### src/wdt_pkg.sv
// Shared constants for the system watchdog: register map, field positions,
// reset values and timing counts.
// Assumes a 32-bit classic Wishbone master and a 100 MHz system clock.
//
// Behaviour
// - Counter advances on slow oscillator ticks only
// - Kick restarts counter, else time-out acts
// - Interrupt-only mode flags; stopped mode does nothing
// - Reset-only mode pulses system reset on time-out
// - Combined mode: flag first, vector clears enable
// - Combined mode, unserviced flag: next time-out resets
// - Fuse forces reset enable one, irq enable zero
// - Unlock bit self-clears after four clock cycles
// - Clear reset enable, change prescale only unlocked
// - Flag bit 7 set on time-out in irq mode
// - Flag cleared by vector or writing one
// - Interrupt needs flag, enable and global enable
// - Reset-cause flag forces reset enable set
// - Four prescale bits pick the time-out count
// - Interrupt serves as wake-up during sleep
// - Codes 0..9 double 2048 to 1048576 ticks
// - Watchdog reset is a one-cycle pulse
// - Cause flag set on reset, cleared writing zero
package wdt_pkg;

    // ========================================================================
    // Bus geometry
    localparam int WB_AW = 4;
    localparam int WB_DW = 32;

    // ========================================================================
    // Register byte offsets
    localparam logic [WB_AW-1:0] ADDR_CTRL  = 4'h0;
    localparam logic [WB_AW-1:0] ADDR_RSTAT = 4'h4;

    // ========================================================================
    // Control/status field positions
    localparam int BIT_FLAG   = 7;
    localparam int BIT_IE     = 6;
    localparam int BIT_PS3    = 5;
    localparam int BIT_UNLOCK = 4;
    localparam int BIT_RE     = 3;
    localparam int BIT_PS_HI  = 2;
    localparam int BIT_PS_LO  = 0;

    // Reset status field position
    localparam int BIT_CAUSE  = 3;

    // ========================================================================
    // Reset values
    localparam logic       RST_FLAG  = 1'b0;
    localparam logic       RST_IE    = 1'b0;
    localparam logic       RST_RE    = 1'b0;
    localparam logic       RST_CAUSE = 1'b0;
    localparam logic [3:0] RST_PS    = 4'h0;

    // ========================================================================
    // Timing
    localparam int         OSC_FREQ_KHZ  = 128;
    localparam int         BASE_TIMEOUT  = 2048;
    localparam logic [3:0] PS_MAX_CODE   = 4'h9;
    localparam logic [2:0] UNLOCK_CYCLES = 3'h4;
    localparam int         CNT_WIDTH     = 20;

endpackage : wdt_pkg

### src/wdt_core.sv
// Watchdog top: Wishbone register slave, unlock sequence, mode logic.
// Assumes osc_i is the free-running slow oscillator as a plain level, and
// that kick, vector and global enable come from core logic on clk_i.
//
// The Wishbone interface to the registers and the address map were chosen for this implementation.
module wdt_core #(
    parameter int TIMEOUT_BASE = wdt_pkg::BASE_TIMEOUT,
    parameter int CNT_W        = wdt_pkg::CNT_WIDTH
) (
    // Clock, reset, enable
    input  wire logic                     clk_i,
    input  wire logic                     rst_i,
    input  wire logic                     ce_i,
    // Wishbone slave
    input  wire logic                     wb_cyc_i,
    input  wire logic                     wb_stb_i,
    input  wire logic                     wb_we_i,
    input  wire logic [wdt_pkg::WB_AW-1:0] wb_adr_i,
    input  wire logic [3:0]               wb_sel_i,
    input  wire logic [wdt_pkg::WB_DW-1:0] wb_dat_i,
    output logic      [wdt_pkg::WB_DW-1:0] wb_dat_o,
    output logic                          wb_ack_o,
    // Oscillator and fuse pins
    input  wire logic                     osc_i,
    input  wire logic                     always_on_fuse_i,
    // Core side
    input  wire logic                     kick_i,
    input  wire logic                     irq_vector_i,
    input  wire logic                     global_irq_en_i,
    // Results
    output logic                          irq_o,
    output logic                          sys_reset_o
);
    import wdt_pkg::*;

    // ========================================================================
    // Elaboration checks
    if (TIMEOUT_BASE < 1)
    begin : g_chk_base
        $error("TIMEOUT_BASE must be at least one");
    end
    if (CNT_W < 2 || CNT_W > 31 ||
        (longint'(TIMEOUT_BASE) << 9) > (longint'(1) << CNT_W))
    begin : g_chk_width
        $error("CNT_W cannot hold the longest time-out");
    end

    // ========================================================================
    // Declarations
    logic [2:0]       osc_sync;
    logic [1:0]       fuse_sync;
    logic             osc_tick;
    logic             fuse;
    logic             expire;
    logic             timeout_flag;
    logic             timeout_irq_enable;
    logic             system_reset_enable;
    logic [3:0]       prescale_select;
    logic [2:0]       unlock_cnt;
    logic             change_unlock_bit;
    logic             watchdog_reset_cause_flag;
    logic             re_eff;
    logic             ie_eff;
    logic             req;
    logic             wr_ctrl;
    logic             wr_rstat;
    logic [7:0]       wd;
    logic             unlock_req;
    logic             prot_wr;
    logic             set_flag;
    logic             do_reset;
    logic [CNT_W-1:0] limit;

    // ========================================================================
    // Helpers
    // Reserved prescale codes fall back to the longest period
    function automatic logic [CNT_W-1:0] timeout_limit(
        input logic [3:0] code
    );
        logic [3:0] c;
        c = (code > PS_MAX_CODE) ? PS_MAX_CODE : code;
        return CNT_W'(TIMEOUT_BASE) << c;
    endfunction : timeout_limit

    // Register image of the control/status byte
    function automatic logic [7:0] ctrl_image(
        input logic       flag,
        input logic       ie,
        input logic [3:0] ps,
        input logic       unl,
        input logic       re
    );
        logic [7:0] v;
        v               = 8'h00;
        v[BIT_FLAG]     = flag;
        v[BIT_IE]       = ie;
        v[BIT_PS3]      = ps[3];
        v[BIT_UNLOCK]   = unl;
        v[BIT_RE]       = re;
        v[BIT_PS_HI:BIT_PS_LO] = ps[2:0];
        return v;
    endfunction : ctrl_image

    // ========================================================================
    // Pin synchronisers
    // Stage 0 feeds stage 1 only; stages 1 and 2 form the edge detector
    // All ones after reset: no false rising edge whatever the pin level
    always_ff @(posedge clk_i)
    begin
        if (rst_i)
        begin
            osc_sync  <= 3'h7;
            fuse_sync <= 2'h0;
        end
        else if (ce_i)
        begin
            osc_sync  <= {osc_sync[1:0], osc_i};
            fuse_sync <= {fuse_sync[0], always_on_fuse_i};
        end
    end

    // Rising oscillator edge; the counter never sees the raw pin
    assign osc_tick = osc_sync[1] & ~osc_sync[2];
    assign fuse     = fuse_sync[1];

    // ========================================================================
    // Effective mode bits
    assign re_eff = system_reset_enable | fuse
                  | watchdog_reset_cause_flag;
    assign ie_eff = timeout_irq_enable & ~fuse;

    // ========================================================================
    // Bus decode
    // Writes land on the edge where the master sees ack high
    assign req      = wb_cyc_i & wb_stb_i;
    assign wd       = wb_dat_i[7:0];
    assign wr_ctrl  = req & wb_ack_o & wb_we_i & wb_sel_i[0]
                    & (wb_adr_i == ADDR_CTRL);
    assign wr_rstat = req & wb_ack_o & wb_we_i & wb_sel_i[0]
                    & (wb_adr_i == ADDR_RSTAT);

    // Unlock needs both bits in one write, whatever reset enable was
    assign change_unlock_bit = (unlock_cnt != 3'h0);
    assign unlock_req = wr_ctrl & wd[BIT_UNLOCK] & wd[BIT_RE];
    assign prot_wr    = wr_ctrl & change_unlock_bit
                      & ~wd[BIT_UNLOCK];

    // ========================================================================
    // Time-out actions
    // A flag still pending at a second combined-mode time-out means reset
    assign set_flag = expire & ie_eff
                    & ~(re_eff & timeout_flag);
    assign do_reset = expire & re_eff
                    & (~ie_eff | timeout_flag);

    // ========================================================================
    // Wishbone acknowledge and read data
    // Registered ack: one wait state, ack drops after one cycle
    always_ff @(posedge clk_i)
    begin
        if (rst_i)
        begin
            wb_ack_o <= 1'b0;
            wb_dat_o <= '0;
        end
        else if (ce_i)
        begin
            wb_ack_o <= req & ~wb_ack_o;
            if (req & ~wb_ack_o)
            begin
                if (wb_adr_i == ADDR_CTRL)
                begin
                    wb_dat_o <= WB_DW'(ctrl_image(timeout_flag, ie_eff,
                        prescale_select, change_unlock_bit, re_eff));
                end
                else if (wb_adr_i == ADDR_RSTAT)
                begin
                    wb_dat_o <= WB_DW'({watchdog_reset_cause_flag,
                                        3'h0});
                end
                else
                begin
                    wb_dat_o <= '0;
                end
            end
        end
    end

    // ========================================================================
    // Unlock window counter
    // The protected write itself closes the window at once
    always_ff @(posedge clk_i)
    begin
        if (rst_i)
        begin
            unlock_cnt <= 3'h0;
        end
        else if (ce_i)
        begin
            if (prot_wr)
            begin
                unlock_cnt <= 3'h0;
            end
            else if (unlock_req)
            begin
                unlock_cnt <= UNLOCK_CYCLES;
            end
            else if (change_unlock_bit)
            begin
                unlock_cnt <= unlock_cnt - 3'h1;
            end
        end
    end

    // ========================================================================
    // Reset enable and prescale
    // Setting reset enable is always allowed; clearing is guarded
    always_ff @(posedge clk_i)
    begin
        if (rst_i)
        begin
            system_reset_enable <= RST_RE;
            prescale_select     <= RST_PS;
        end
        else if (ce_i)
        begin
            if (prot_wr)
            begin
                system_reset_enable <= wd[BIT_RE];
                prescale_select     <= {wd[BIT_PS3],
                                        wd[BIT_PS_HI:BIT_PS_LO]};
            end
            else if (wr_ctrl & wd[BIT_RE])
            begin
                system_reset_enable <= 1'b1;
            end
        end
    end

    // ========================================================================
    // Interrupt enable
    // Software set beats the vector clear in the same cycle
    always_ff @(posedge clk_i)
    begin
        if (rst_i)
        begin
            timeout_irq_enable <= RST_IE;
        end
        else if (ce_i)
        begin
            if (fuse)
            begin
                timeout_irq_enable <= 1'b0;
            end
            else if (wr_ctrl)
            begin
                timeout_irq_enable <= wd[BIT_IE];
            end
            else if (irq_vector_i & re_eff)
            begin
                timeout_irq_enable <= 1'b0;
            end
        end
    end

    // ========================================================================
    // Time-out flag
    // A new time-out beats any clear arriving in the same cycle
    always_ff @(posedge clk_i)
    begin
        if (rst_i)
        begin
            timeout_flag <= RST_FLAG;
        end
        else if (ce_i)
        begin
            if (set_flag)
            begin
                timeout_flag <= 1'b1;
            end
            else if (irq_vector_i | (wr_ctrl & wd[BIT_FLAG]))
            begin
                timeout_flag <= 1'b0;
            end
        end
    end

    // ========================================================================
    // Reset-cause flag
    // Only the power-on reset input or a written zero clears it
    always_ff @(posedge clk_i)
    begin
        if (rst_i)
        begin
            watchdog_reset_cause_flag <= RST_CAUSE;
        end
        else if (ce_i)
        begin
            if (do_reset)
            begin
                watchdog_reset_cause_flag <= 1'b1;
            end
            else if (wr_rstat & ~wd[BIT_CAUSE])
            begin
                watchdog_reset_cause_flag <= 1'b0;
            end
        end
    end

    // ========================================================================
    // Outputs
    // Interrupt level also serves as the wake-up request in sleep
    always_ff @(posedge clk_i)
    begin
        if (rst_i)
        begin
            irq_o       <= 1'b0;
            sys_reset_o <= 1'b0;
        end
        else if (ce_i)
        begin
            irq_o       <= timeout_flag & ie_eff
                         & global_irq_en_i;
            sys_reset_o <= do_reset;
        end
    end

    // ========================================================================
    // Time-out counter
    // Limit follows the stored select only, so partial writes never reach it
    assign limit = timeout_limit(prescale_select);

    wdt_tick_counter #(
        .CNT_W     (CNT_W)
    ) u_counter (
        .clk_i     (clk_i),
        .rst_i     (rst_i),
        .ce_i      (ce_i),
        .tick_i    (osc_tick),
        .restart_i (kick_i),
        .limit_i   (limit),
        .expire_o  (expire)
    );

endmodule : wdt_core

### src/wdt_tick_counter.sv
// Time-out counter of the watchdog, stepped by oscillator ticks.
// Assumes tick_i is a one-cycle pulse already brought into clk_i's domain.
module wdt_tick_counter #(
    parameter int CNT_W = wdt_pkg::CNT_WIDTH
) (
    // Clock, reset, enable
    input  wire logic             clk_i,
    input  wire logic             rst_i,
    input  wire logic             ce_i,
    // Control
    input  wire logic             tick_i,
    input  wire logic             restart_i,
    input  wire logic [CNT_W-1:0] limit_i,
    // Event
    output logic                  expire_o
);
    import wdt_pkg::*;

    logic [CNT_W-1:0] count;
    logic             at_end;

    // ========================================================================
    // Count compare
    // Greater-or-equal so a shortened period fires at once, not after wrap
    assign at_end = (count >= limit_i - CNT_W'(1));

    // Tick counter; a kick beats a coinciding time-out
    always_ff @(posedge clk_i)
    begin
        if (rst_i)
        begin
            count    <= '0;
            expire_o <= 1'b0;
        end
        else if (ce_i)
        begin
            expire_o <= 1'b0;
            if (restart_i)
            begin
                count <= '0;
            end
            else if (tick_i)
            begin
                if (at_end)
                begin
                    count    <= '0;
                    expire_o <= 1'b1;
                end
                else
                begin
                    count <= CNT_W'(count + CNT_W'(1));
                end
            end
        end
    end

endmodule : wdt_tick_counter
### config.mk
export PLATFORM = sky130hd
export DESIGN_NAME = wdt_core
export DESIGN_NICKNAME = d
export VERILOG_FILES = /design/src/wdt_pkg.sv /design/src/wdt_core.sv /design/src/wdt_tick_counter.sv
export SDC_FILE = /design/constraint.sdc
export NUM_CORES = 1
export LEC_CHECK = 0
export BUFFER_PORTS_ARGS = -buffer_cell sky130_fd_sc_hd__buf_2
export CAP_MARGIN = 20
export CORE_ASPECT_RATIO = 1.75
export CORE_MARGIN = 1
export CORE_UTILIZATION = 30
export CTS_BUF_LIST = sky130_fd_sc_hd__clkbuf_4 sky130_fd_sc_hd__clkbuf_8
export CTS_CLUSTER_DIAMETER = 30
export DETAILED_ROUTE_END_ITERATION = 6
export SYNTH_ARGS = -nofsm -noshare
export SYNTH_HDL_FRONTEND = slang
export SYNTH_SLANG_ARGS = --single-unit
### constraint.sdc
create_clock -name clk_i -period 3.2 [get_ports clk_i]
set_clock_uncertainty 0.2 [all_clocks]
set_input_delay 0.32 -clock clk_i [delete_from_list [all_inputs] [get_ports clk_i]]
set_output_delay 0.32 -clock clk_i [all_outputs]
set_load 0.01 [all_outputs]
-- Word level (Yosys, flattened, before mapping)
Cells that the tools add are included.
- bitwise logic cells: 35
- add/subtract/negate cells: 3
- order comparisons: 2
- shifts and indexed selects: 1
- equality and inequality tests: 1
- reduce and logical (&&, ||, !) cells: 16
- multiplexer cells: 21
- operators by type and width (operator ; count):
    20-bit two-way mux ; 3
    1-bit bitwise AND ; 24
    20-bit by 1-bit adder with 20-bit output (second input constant) ; 1
    20-bit >= comparator ; 1
    12-bit by 4-bit << shifter with 20-bit output (first input constant) ; 1
    20-bit by 1-bit subtractor with 20-bit output (second input constant) ; 1
    2-bit AND reduction ; 8
    1-bit two-way mux ; 12
    3-bit two-way mux ; 3
    3-bit nonzero test ; 3
    4-bit two-way mux ; 2
    8-bit two-way mux ; 1
    2-bit nonzero test ; 4
    1-bit inverter ; 7
    4-bit by 3-bit == test with 1-bit output (second input constant) ; 1
    4-bit greater-than comparator (second input constant) ; 1
    4-bit logical NOT ; 1
    1-bit OR ; 4
    3-bit by 1-bit subtractor with 3-bit output (second input constant) ; 1
- word-level logic and storage cells: 93
- output and inout bits: 35
- register bits after elaboration: 72
- input bits: 51

-- Logic depth before layout (Yosys ltp)
Gate-level depths: netlist of the first run.
- word-level depth: 9
- mapped depth: 15

-- Cells and area by module
A second synthesis of the first run with hierarchy kept.
- cells, all modules: 406
- area, all modules: 3325.7 µm²
- by module, submodules not included (module ; area an instance (µm²) ; cells an instance ; times used):
    wdt_tick_counter ; 1873.0 ; 230 ; 1
    wdt_core ; 1452.6 ; 176 ; 1

-- Worst setup path before layout of the first run
OpenSTA, ideal clock, no wires.
- kind: reg2reg
- start: reg prescale_select[2]
- end: reg u_counter.count[18]
- path slack: 0.023 ns
- period minus slack after synthesis: 3.177 ns
- stages on the path, launching flop included: 15
- setup time: 0.120 ns
- data arrival time: 2.857 ns
- required time: 2.880 ns
- cells stage by stage: dfxtp_1 clkbuf_1 nor2_1 nand3b_1 ha_1 nor2_1 mux2_2 a32oi_1 ha_1 nand4_1 or4_1 and4_1 buf_2 or3b_1 nand3_1
- cells in the longest elaborated chain, start to end: 8
- RTL lines (what ; line ; text):
    start: declaration ; wdt_core.sv:58 ; logic [3:0] prescale_select;
    start signal: assignment ; wdt_core.sv:230 ; prescale_select <= {wd[BIT_PS3],
    4-bit greater-than comparator ; wdt_core.sv:81 ; c = (code > PS_MAX_CODE) ? PS_MAX_CODE : code;
    4-bit two-way mux * ; wdt_core.sv:81 ;
    12-bit by 4-bit << shifter with 20-bit output * ; wdt_core.sv:82 ; return CNT_W'(TIMEOUT_BASE) << c;
    20-bit by 1-bit subtractor with 20-bit output * ; wdt_tick_counter.sv:25 ; assign at_end = (count >= limit_i - CNT_W'(1));
    20-bit >= comparator * ; wdt_tick_counter.sv:25 ;
    20-bit two-way mux * ; wdt_tick_counter.sv:44 ; if (at_end)
    20-bit two-way mux * ; wdt_tick_counter.sv:42 ; else if (tick_i)
    20-bit two-way mux * ; wdt_tick_counter.sv:38 ; if (restart_i)
    end signal: assignment ; wdt_tick_counter.sv:51 ; count <= CNT_W'(count + CNT_W'(1));
    end: declaration ; wdt_tick_counter.sv:19 ; logic [CNT_W-1:0] count;
Every way passes the cells marked *; elsewhere a longest branch is shown, timed or not. The select of a mux whose other input is x is not followed.
A chain may end at the register's enable or synchronous reset.

-- Worst setup path after layout of the first run
- start: reg prescale_select[0]
- end: reg u_counter.count[18]
Same word-level chain as after synthesis.

==> impl_metrics.py, run 1 <==
metrics = {
    "outcome": {
        "status": "finished clean",
    },
    "clock_network": {
        "clkLatencyLatePin_ns": 0.31,
        "numClockSinks": 48,
        "root_buffer": "clkbuf_8",
        "cts_setup_buffers": 0,
        "ctsHoldBuffers": 0,
        "cts_tree": "yes",
        "numCtsBuffers": 5,
        "clkTransAtPathRegs_ns": 0.09,
        "clockBufferDepth": 2,
        "htree_levels": 2,
    },
    "worst_hold_path": {
        "hold_class": "in2reg",
    },
    "logic_synthesis": {
        "syn_area_um2": 2655,
        "syn_area_per_cell_um2": 8.323,
        "synth-async-reset-ratio_pct": 0,
        "synth_edf_count": 0,
        "ys_seq_area_share_pct": 36.19,
        "ys_ff_latch": 48,
        "yosysTopAreaCellShare_pct": 36.19,
        "ys_warn_count": 0,
        "ys.flop_type": "dfxtp_1",
        "syn_inst": 319,
        "synth_cell_type_count": 47,
        "synth_area_leaders": "dfxtp_1, buf_4, ha_1",
        "yosys.area.top_type": "dfxtp_1",
    },
    "sta": {
        "setup_viol": 0,
        "hold_viol_final": 0,
        "slew_viol_final": 0,
        "slew_headroom_pct": 56.04,
        "worst_pin_slew_ns": 0.6534,
        "tns_ns": 0,
        "layout_min_cycle_time_ns": 3.052,
        "min_period_over_period_pct": 95.37,
        "setup_ws_ns": 0.1480,
        "fmax_mhz": 327.7,
    },
    "route": {
        "drtAntennaViolNets": 0,
        "routedWlPerCell_um": 12.19,
        "drt_iter0_drc": 44,
        "vias_per_cell": 4.789,
        "num_vias": 2265,
        "drc": 0,
        "drt_wl_total_um": 5767,
        "first_pass_iters": 5,
    },
    "job": {
        "drv_cap": 0,
    },
    "finish": {
        "multiInputGateArea_um2": 1523,
        "final_cell_mix": "dfxtp_1, nor2_1, buf_2, nand2_1, conb_1",
        "layout.nets": 419,
        "sequential_cell_area_um2": 963.4,
        "final_util_pct": 35.11,
        "fill_cells": 886,
        "fin_cells": 473,
        "area_growth_pct": 13.90,
        "final_common_cell": "dfxtp_1",
        "diodes": 0,
        "drive_gt1_share_pct": 18.82,
    },
    "critical_path": {
        "cp_cell_sequence": "nor2_1, nand2_1, ha_1, nor2_1, mux2_2, a32oi_1, ha_1, nand4_1, or4_4, and4_4, or3b_1, nand3_1",
        "path_delay_family": "simple AND/OR/NAND/NOR gates",
        "arrival_ns": 3.06,
        "start_kind": "register",
        "crit_required_ns": 3.21,
        "crit_type": "reg2reg",
        "critical_path_buf_inv_count": 0,
        "cp_slowest_cell": "or4_4",
        "max_stage_delay_ns": 0.58,
        "cp_max_fo": 8,
        "worst_setup_path_end_kind": "register",
    },
    "pwr": {
        "p_total_mw": 1.186,
        "power_density_nw_per_um2": 392.0,
        "ir_drop_uv": 456.0,
        "p_leak_nw": 1.275,
    },
    "global_routing": {
        "grt_pass1_vias": 2085,
        "overflow": 0,
        "antenna_found_initial": 0,
        "grt_max_degree": 34,
        "grt_pass1_wl_um": 9604,
        "track_usage_pct": 13.20,
    },
    "floorplanning": {
        "ios": 86,
        "fp.dieH_um": 126.5,
        "die_width_um": 73.12,
        "initial_core_util_pct": 30.82,
        "die-area_um2": 9245,
        "row_count": 45,
        "core_um2": 8615,
    },
    "placed_design": {
        "gp_congestion": 0.8114,
        "place_ws_ns": 0.02030,
        "hpwl_um": 4435,
        "io_buffer_count": 34,
        "dpl.cell_count": 465,
    },
}
-- report_power, final --
group          internal (mW)  total [mW]  switching [mW]
Sequential             0.609       0.616         0.00781
Combinational         0.0489       0.122          0.0729
Clock                  0.231       0.447           0.216
Total                  0.889        1.19           0.297
-- path summary, 6_finish.rpt --
| kind | from | to | slack [ns] | cells after the start |
|---|---|---|---|---|
| max | prescale_select[0]$_SDFFE_PP0P_ | u_counter.count[18]$_SDFFE_PP0P_ | 0.15 | 12 |
| min | osc_i | osc_sync[0]$_SDFFE_PP1P_ | 0.007 | 2 |
| min reg2reg | irq_o$_SDFFE_PP0P_ | irq_o$_SDFFE_PP0P_ | 0.27 | 2 |
| max reg2reg | prescale_select[0]$_SDFFE_PP0P_ | u_counter.count[18]$_SDFFE_PP0P_ | 0.15 | 12 |
-- synthesized netlist by cell type (all sizes together) (2+ instances only) --
master	count
a22oi	8
inv	8
o21ai	8
or3b	2
mux2	2
nand4	12
nand3b	2
buf	31
or2	2
nor2b	7
or4	4
and4	3
nor2	43
nand3	15
o31ai	2
dfxtp	48
mux2i	7
a32oi	2
nand2b	7
a211o	2
xor2	13
xnor2	3
ha	13
nand2	25
a21oi	20
nor3	7
o211ai	2
clkbuf	6
a31oi	3
-- flip-flops by register name (all words and copies together) (netlist names), 2 cells and up --
register / count
fuse_sync: 2
u_counter.count: 20
prescale_select: 4
osc_sync: 3
wb_dat_o: 8
unlock_cnt: 3
-- metrics by stage --
step / hold slack, ns / area (µm²)
floorplan: 0.2346 / 2741
global placement: 0.2503 / 2888
detailed placement: 0.2655 / 2888
CTS: 0.005998 / 3002
global route: 0.003964 / 3024
finish: 0.007256 / 3024
-- per-layer routing --
layer	up-vias	GRT usage (%)	part of all wire, %
met4	0	5.421	2.4
met1	1066	13.32	38
met2	56	25.44	56
met3	10	2.303	3.7
li1	1133	-	-
met5	-	0	0
-- layout make-up --
| class | instances | share of cell area, % |
|---|---|---|
| flip-flops and latches | 48 | 31.86 |
| repair buffers | 43 | 8.275 |
| well taps | 117 | 4.841 |
| clock buffers | 5 | 2.276 |
| inverters | 8 | 0.9930 |
| clock inverters | 3 | 1.407 |
| multi-input cells | 249 | 50.35 |
-- what timing repair did --
| item | 4_1_cts | 5_1_grt |
|---|---|---|
| endpoints found under the setup margin | 2 | 20 |
| gates cloned | 0 | 0 |
| pin swaps | 0 | 1 |
| gates resized for setup | 1 | 8 |
-- logic make-up (layout without fill, tap and decap cells) --
logic type	Yosys count	count (layout)	share of synthesized area (%)
and+or+nand+nor	134	134	25.59
AOI/OAI and AO/OA	53	53	12.63
DFF	48	48	36.19
buffers and inverters	45	59	10.56
xor gates and xnor gates	16	16	5.278
adders and majority gates	13	13	6.126
muxes	9	9	3.487
other	1	24	0.1412
Note: power is estimated with default switching activity, not from simulation.
==> run 2, diff against run 1 <==
--- a/config.mk
+++ b/config.mk
@@ -9,10 +9,12 @@
 export CAP_MARGIN = 20
 export CORE_ASPECT_RATIO = 1.75
 export CORE_MARGIN = 1
-export CORE_UTILIZATION = 30
+export CORE_UTILIZATION = 46
 export CTS_BUF_LIST = sky130_fd_sc_hd__clkbuf_4 sky130_fd_sc_hd__clkbuf_8
 export CTS_CLUSTER_DIAMETER = 30
 export DETAILED_ROUTE_END_ITERATION = 6
+export PLACE_DENSITY = 0.76
+export SETUP_SLACK_MARGIN = 0.4
 export SYNTH_ARGS = -nofsm -noshare
 export SYNTH_HDL_FRONTEND = slang
 export SYNTH_SLANG_ARGS = --single-unit
==> impl_metrics.py, run 2 (same netlist as run 1, synthesis figures left out) <==
metrics = {
    "outcome": {
        "status": "finished clean",
    },
    "critical_path": {
        "critical_path_buf_inv_count": 0,
        "worst_setup_path_end_kind": "register",
        "crit_required_ns": 3.24,
        "arrival_ns": 3.00,
        "crit_cells": 12,
        "crit_type": "reg2reg",
        "cp-startpoint": "prescale_select[3]$_SDFFE_PP0P_",
        "start_kind": "register",
        "path_delay_family": "simple AND/OR/NAND/NOR gates",
        "cp_slowest_cell": "dfxtp_4",
        "max_stage_delay_ns": 0.36,
        "cp_cell_sequence": "nor2_4, nand3b_1, ha_4, mux2_4, a32oi_2, ha_1, nand4_1, nor2_2, a21oi_2, and4_4, or3b_1, nand3_1",
        "reg2reg_from": "prescale_select[3]$_SDFFE_PP0P_",
        "reg2reg_depth": 12,
        "cp_max_fo": 8,
    },
    "sta": {
        "setup_viol": 0,
        "fmax_mhz": 337.9,
        "fin_hold_ws_ns": 0.02479,
        "grt_setup_unrepaired": "true",
        "layout_min_cycle_time_ns": 2.960,
        "slew_viol_final": 0,
        "setup_ws_ns": 0.2404,
        "slew_headroom_pct": 56.44,
        "min_period_over_period_pct": 92.49,
        "tns_ns": 0,
        "hold_viol_final": 0,
        "worst_pin_slew_ns": 0.6474,
    },
    "floorplanning": {
        "die-area_um2": 6092,
        "core_um2": 5585,
        "fp.dieH_um": 102.5,
        "die_width_um": 59.43,
        "row_count": 36,
        "ios": 86,
        "initial_core_util_pct": 47.54,
    },
    "global_routing": {
        "grt_pass1_vias": 2060,
        "track_usage_pct": 20.00,
        "antenna_found_initial": 0,
        "grt_max_degree": 35,
        "grt_pass1_wl_um": 9218,
        "overflow": 0,
    },
    "route": {
        "vias_per_cell": 5.280,
        "num_vias": 2281,
        "first_pass_iters": 4,
        "routedWlPerCell_um": 13.08,
        "drc": 0,
        "drt_iter0_drc": 60,
        "drtAntennaViolNets": 0,
        "drt_wl_total_um": 5649,
    },
    "finish": {
        "reg.largest.list": "u_counter.count x20, wb_dat_o x8, prescale_select x4",
        "regMostFlops": "u_counter.count",
        "drive_gt1_share_pct": 21.91,
        "layout.nets": 420,
        "sequential_cell_area_um2": 968.4,
        "fill_cells": 544,
        "final_util_pct": 54.73,
        "multiInputGateArea_um2": 1597,
        "largest_reg_flops": 20,
        "diodes": 0,
        "final_cell_mix": "dfxtp_1, nor2_1, buf_2, nand2_1, conb_1",
        "area_growth_pct": 15.13,
        "final_common_cell": "dfxtp_1",
    },
    "pwr": {
        "p_leak_nw": 1.309,
        "ir_drop_uv": 256.1,
        "power_density_nw_per_um2": 406.5,
    },
    "placed_design": {
        "place_ws_ns": 0.08553,
        "hpwl_um": 3998,
        "gp_congestion": 0.8179,
        "io_buffer_count": 34,
    },
    "worst_hold_path": {
        "hold_class": "in2reg",
        "hp-start": "osc_i",
        "whs_path_depth": 2,
    },
    "clock_network": {
        "htree_levels": 2,
        "clockBufferDepth": 2,
        "clkTransAtPathRegs_ns": 0.08,
        "clkLatencyLatePin_ns": 0.30,
        "numClockSinks": 48,
        "numCtsBuffers": 5,
        "cts_tree": "yes",
        "root_buffer": "clkbuf_8",
    },
    "job": {
        "drv_cap": 0,
    },
}
-- run 2: changes by cell type in the layout (fill, tap and decap cells not counted), sizes merged --
cell	delta
clkinvlp	-1
clkinv	-1
o31a	+1
bufinv	+1
-- run 2: stage by stage --
stage          instances  power (mW)  instance area [µm²]
2_1_floorplan        342      0.7370                 2805
3_3_place_gp         419      0.7445                 2816
3_5_place_dp         419      0.7475                 2816
4_1_cts              431       1.251                 3040
5_1_grt              432       1.291                 3057
6_report             432       1.243                 3057
-- run 2: report_power, final --
group	total (mW)	internal [mW]	switching (mW)	leakage, nW
clock network	0.504	0.307	0.196	0.0642
logic	0.123	0.0479	0.0755	0.854
registers	0.616	0.608	0.00790	0.391
total	1.24	0.963	0.280	1.31
-- run 2: final timing paths --
| path | end | slack (ns) |
|---|---|---|
| setup / recovery | u_counter.count[18]$_SDFFE_PP0P_ | 0.24 |
| hold / removal | osc_sync[0]$_SDFFE_PP1P_ | 0.02 |
| setup reg to reg | u_counter.count[18]$_SDFFE_PP0P_ | 0.24 |
| hold reg to reg | osc_sync[2]$_SDFFE_PP1P_ | 0.27 |
-- run 2: final cells by class --
cell class,count,area share (%)
multi-input combinational,250,52.23
tap,76,3.111
clock buffer,5,2.251
inverter,8,0.9824
timing repair buffer,43,7.777
clock inverter,2,1.965
sequential,48,31.68
-- run 2: what timing repair did --
item                                    4_1_cts  5_1_grt
cloned                                        1        0
setup buffers                                 4        1
pin swaps                                     9       10
hold buffers                                  0        0
endpoints found under the setup margin       21       21
hold endpoints to repair                      0        0
gates resized for setup                      16        3
-- run 2: per-layer routing --
metal / track usage (%) / up-vias / wire (µm)
li1: - / 1146 / -
met1: 21.04 / 1051 / 2173
met2: 36.56 / 70 / 3095
met3: 3.513 / 14 / 203
met4: 10.62 / 0 / 176
met5: 0 / - / 0
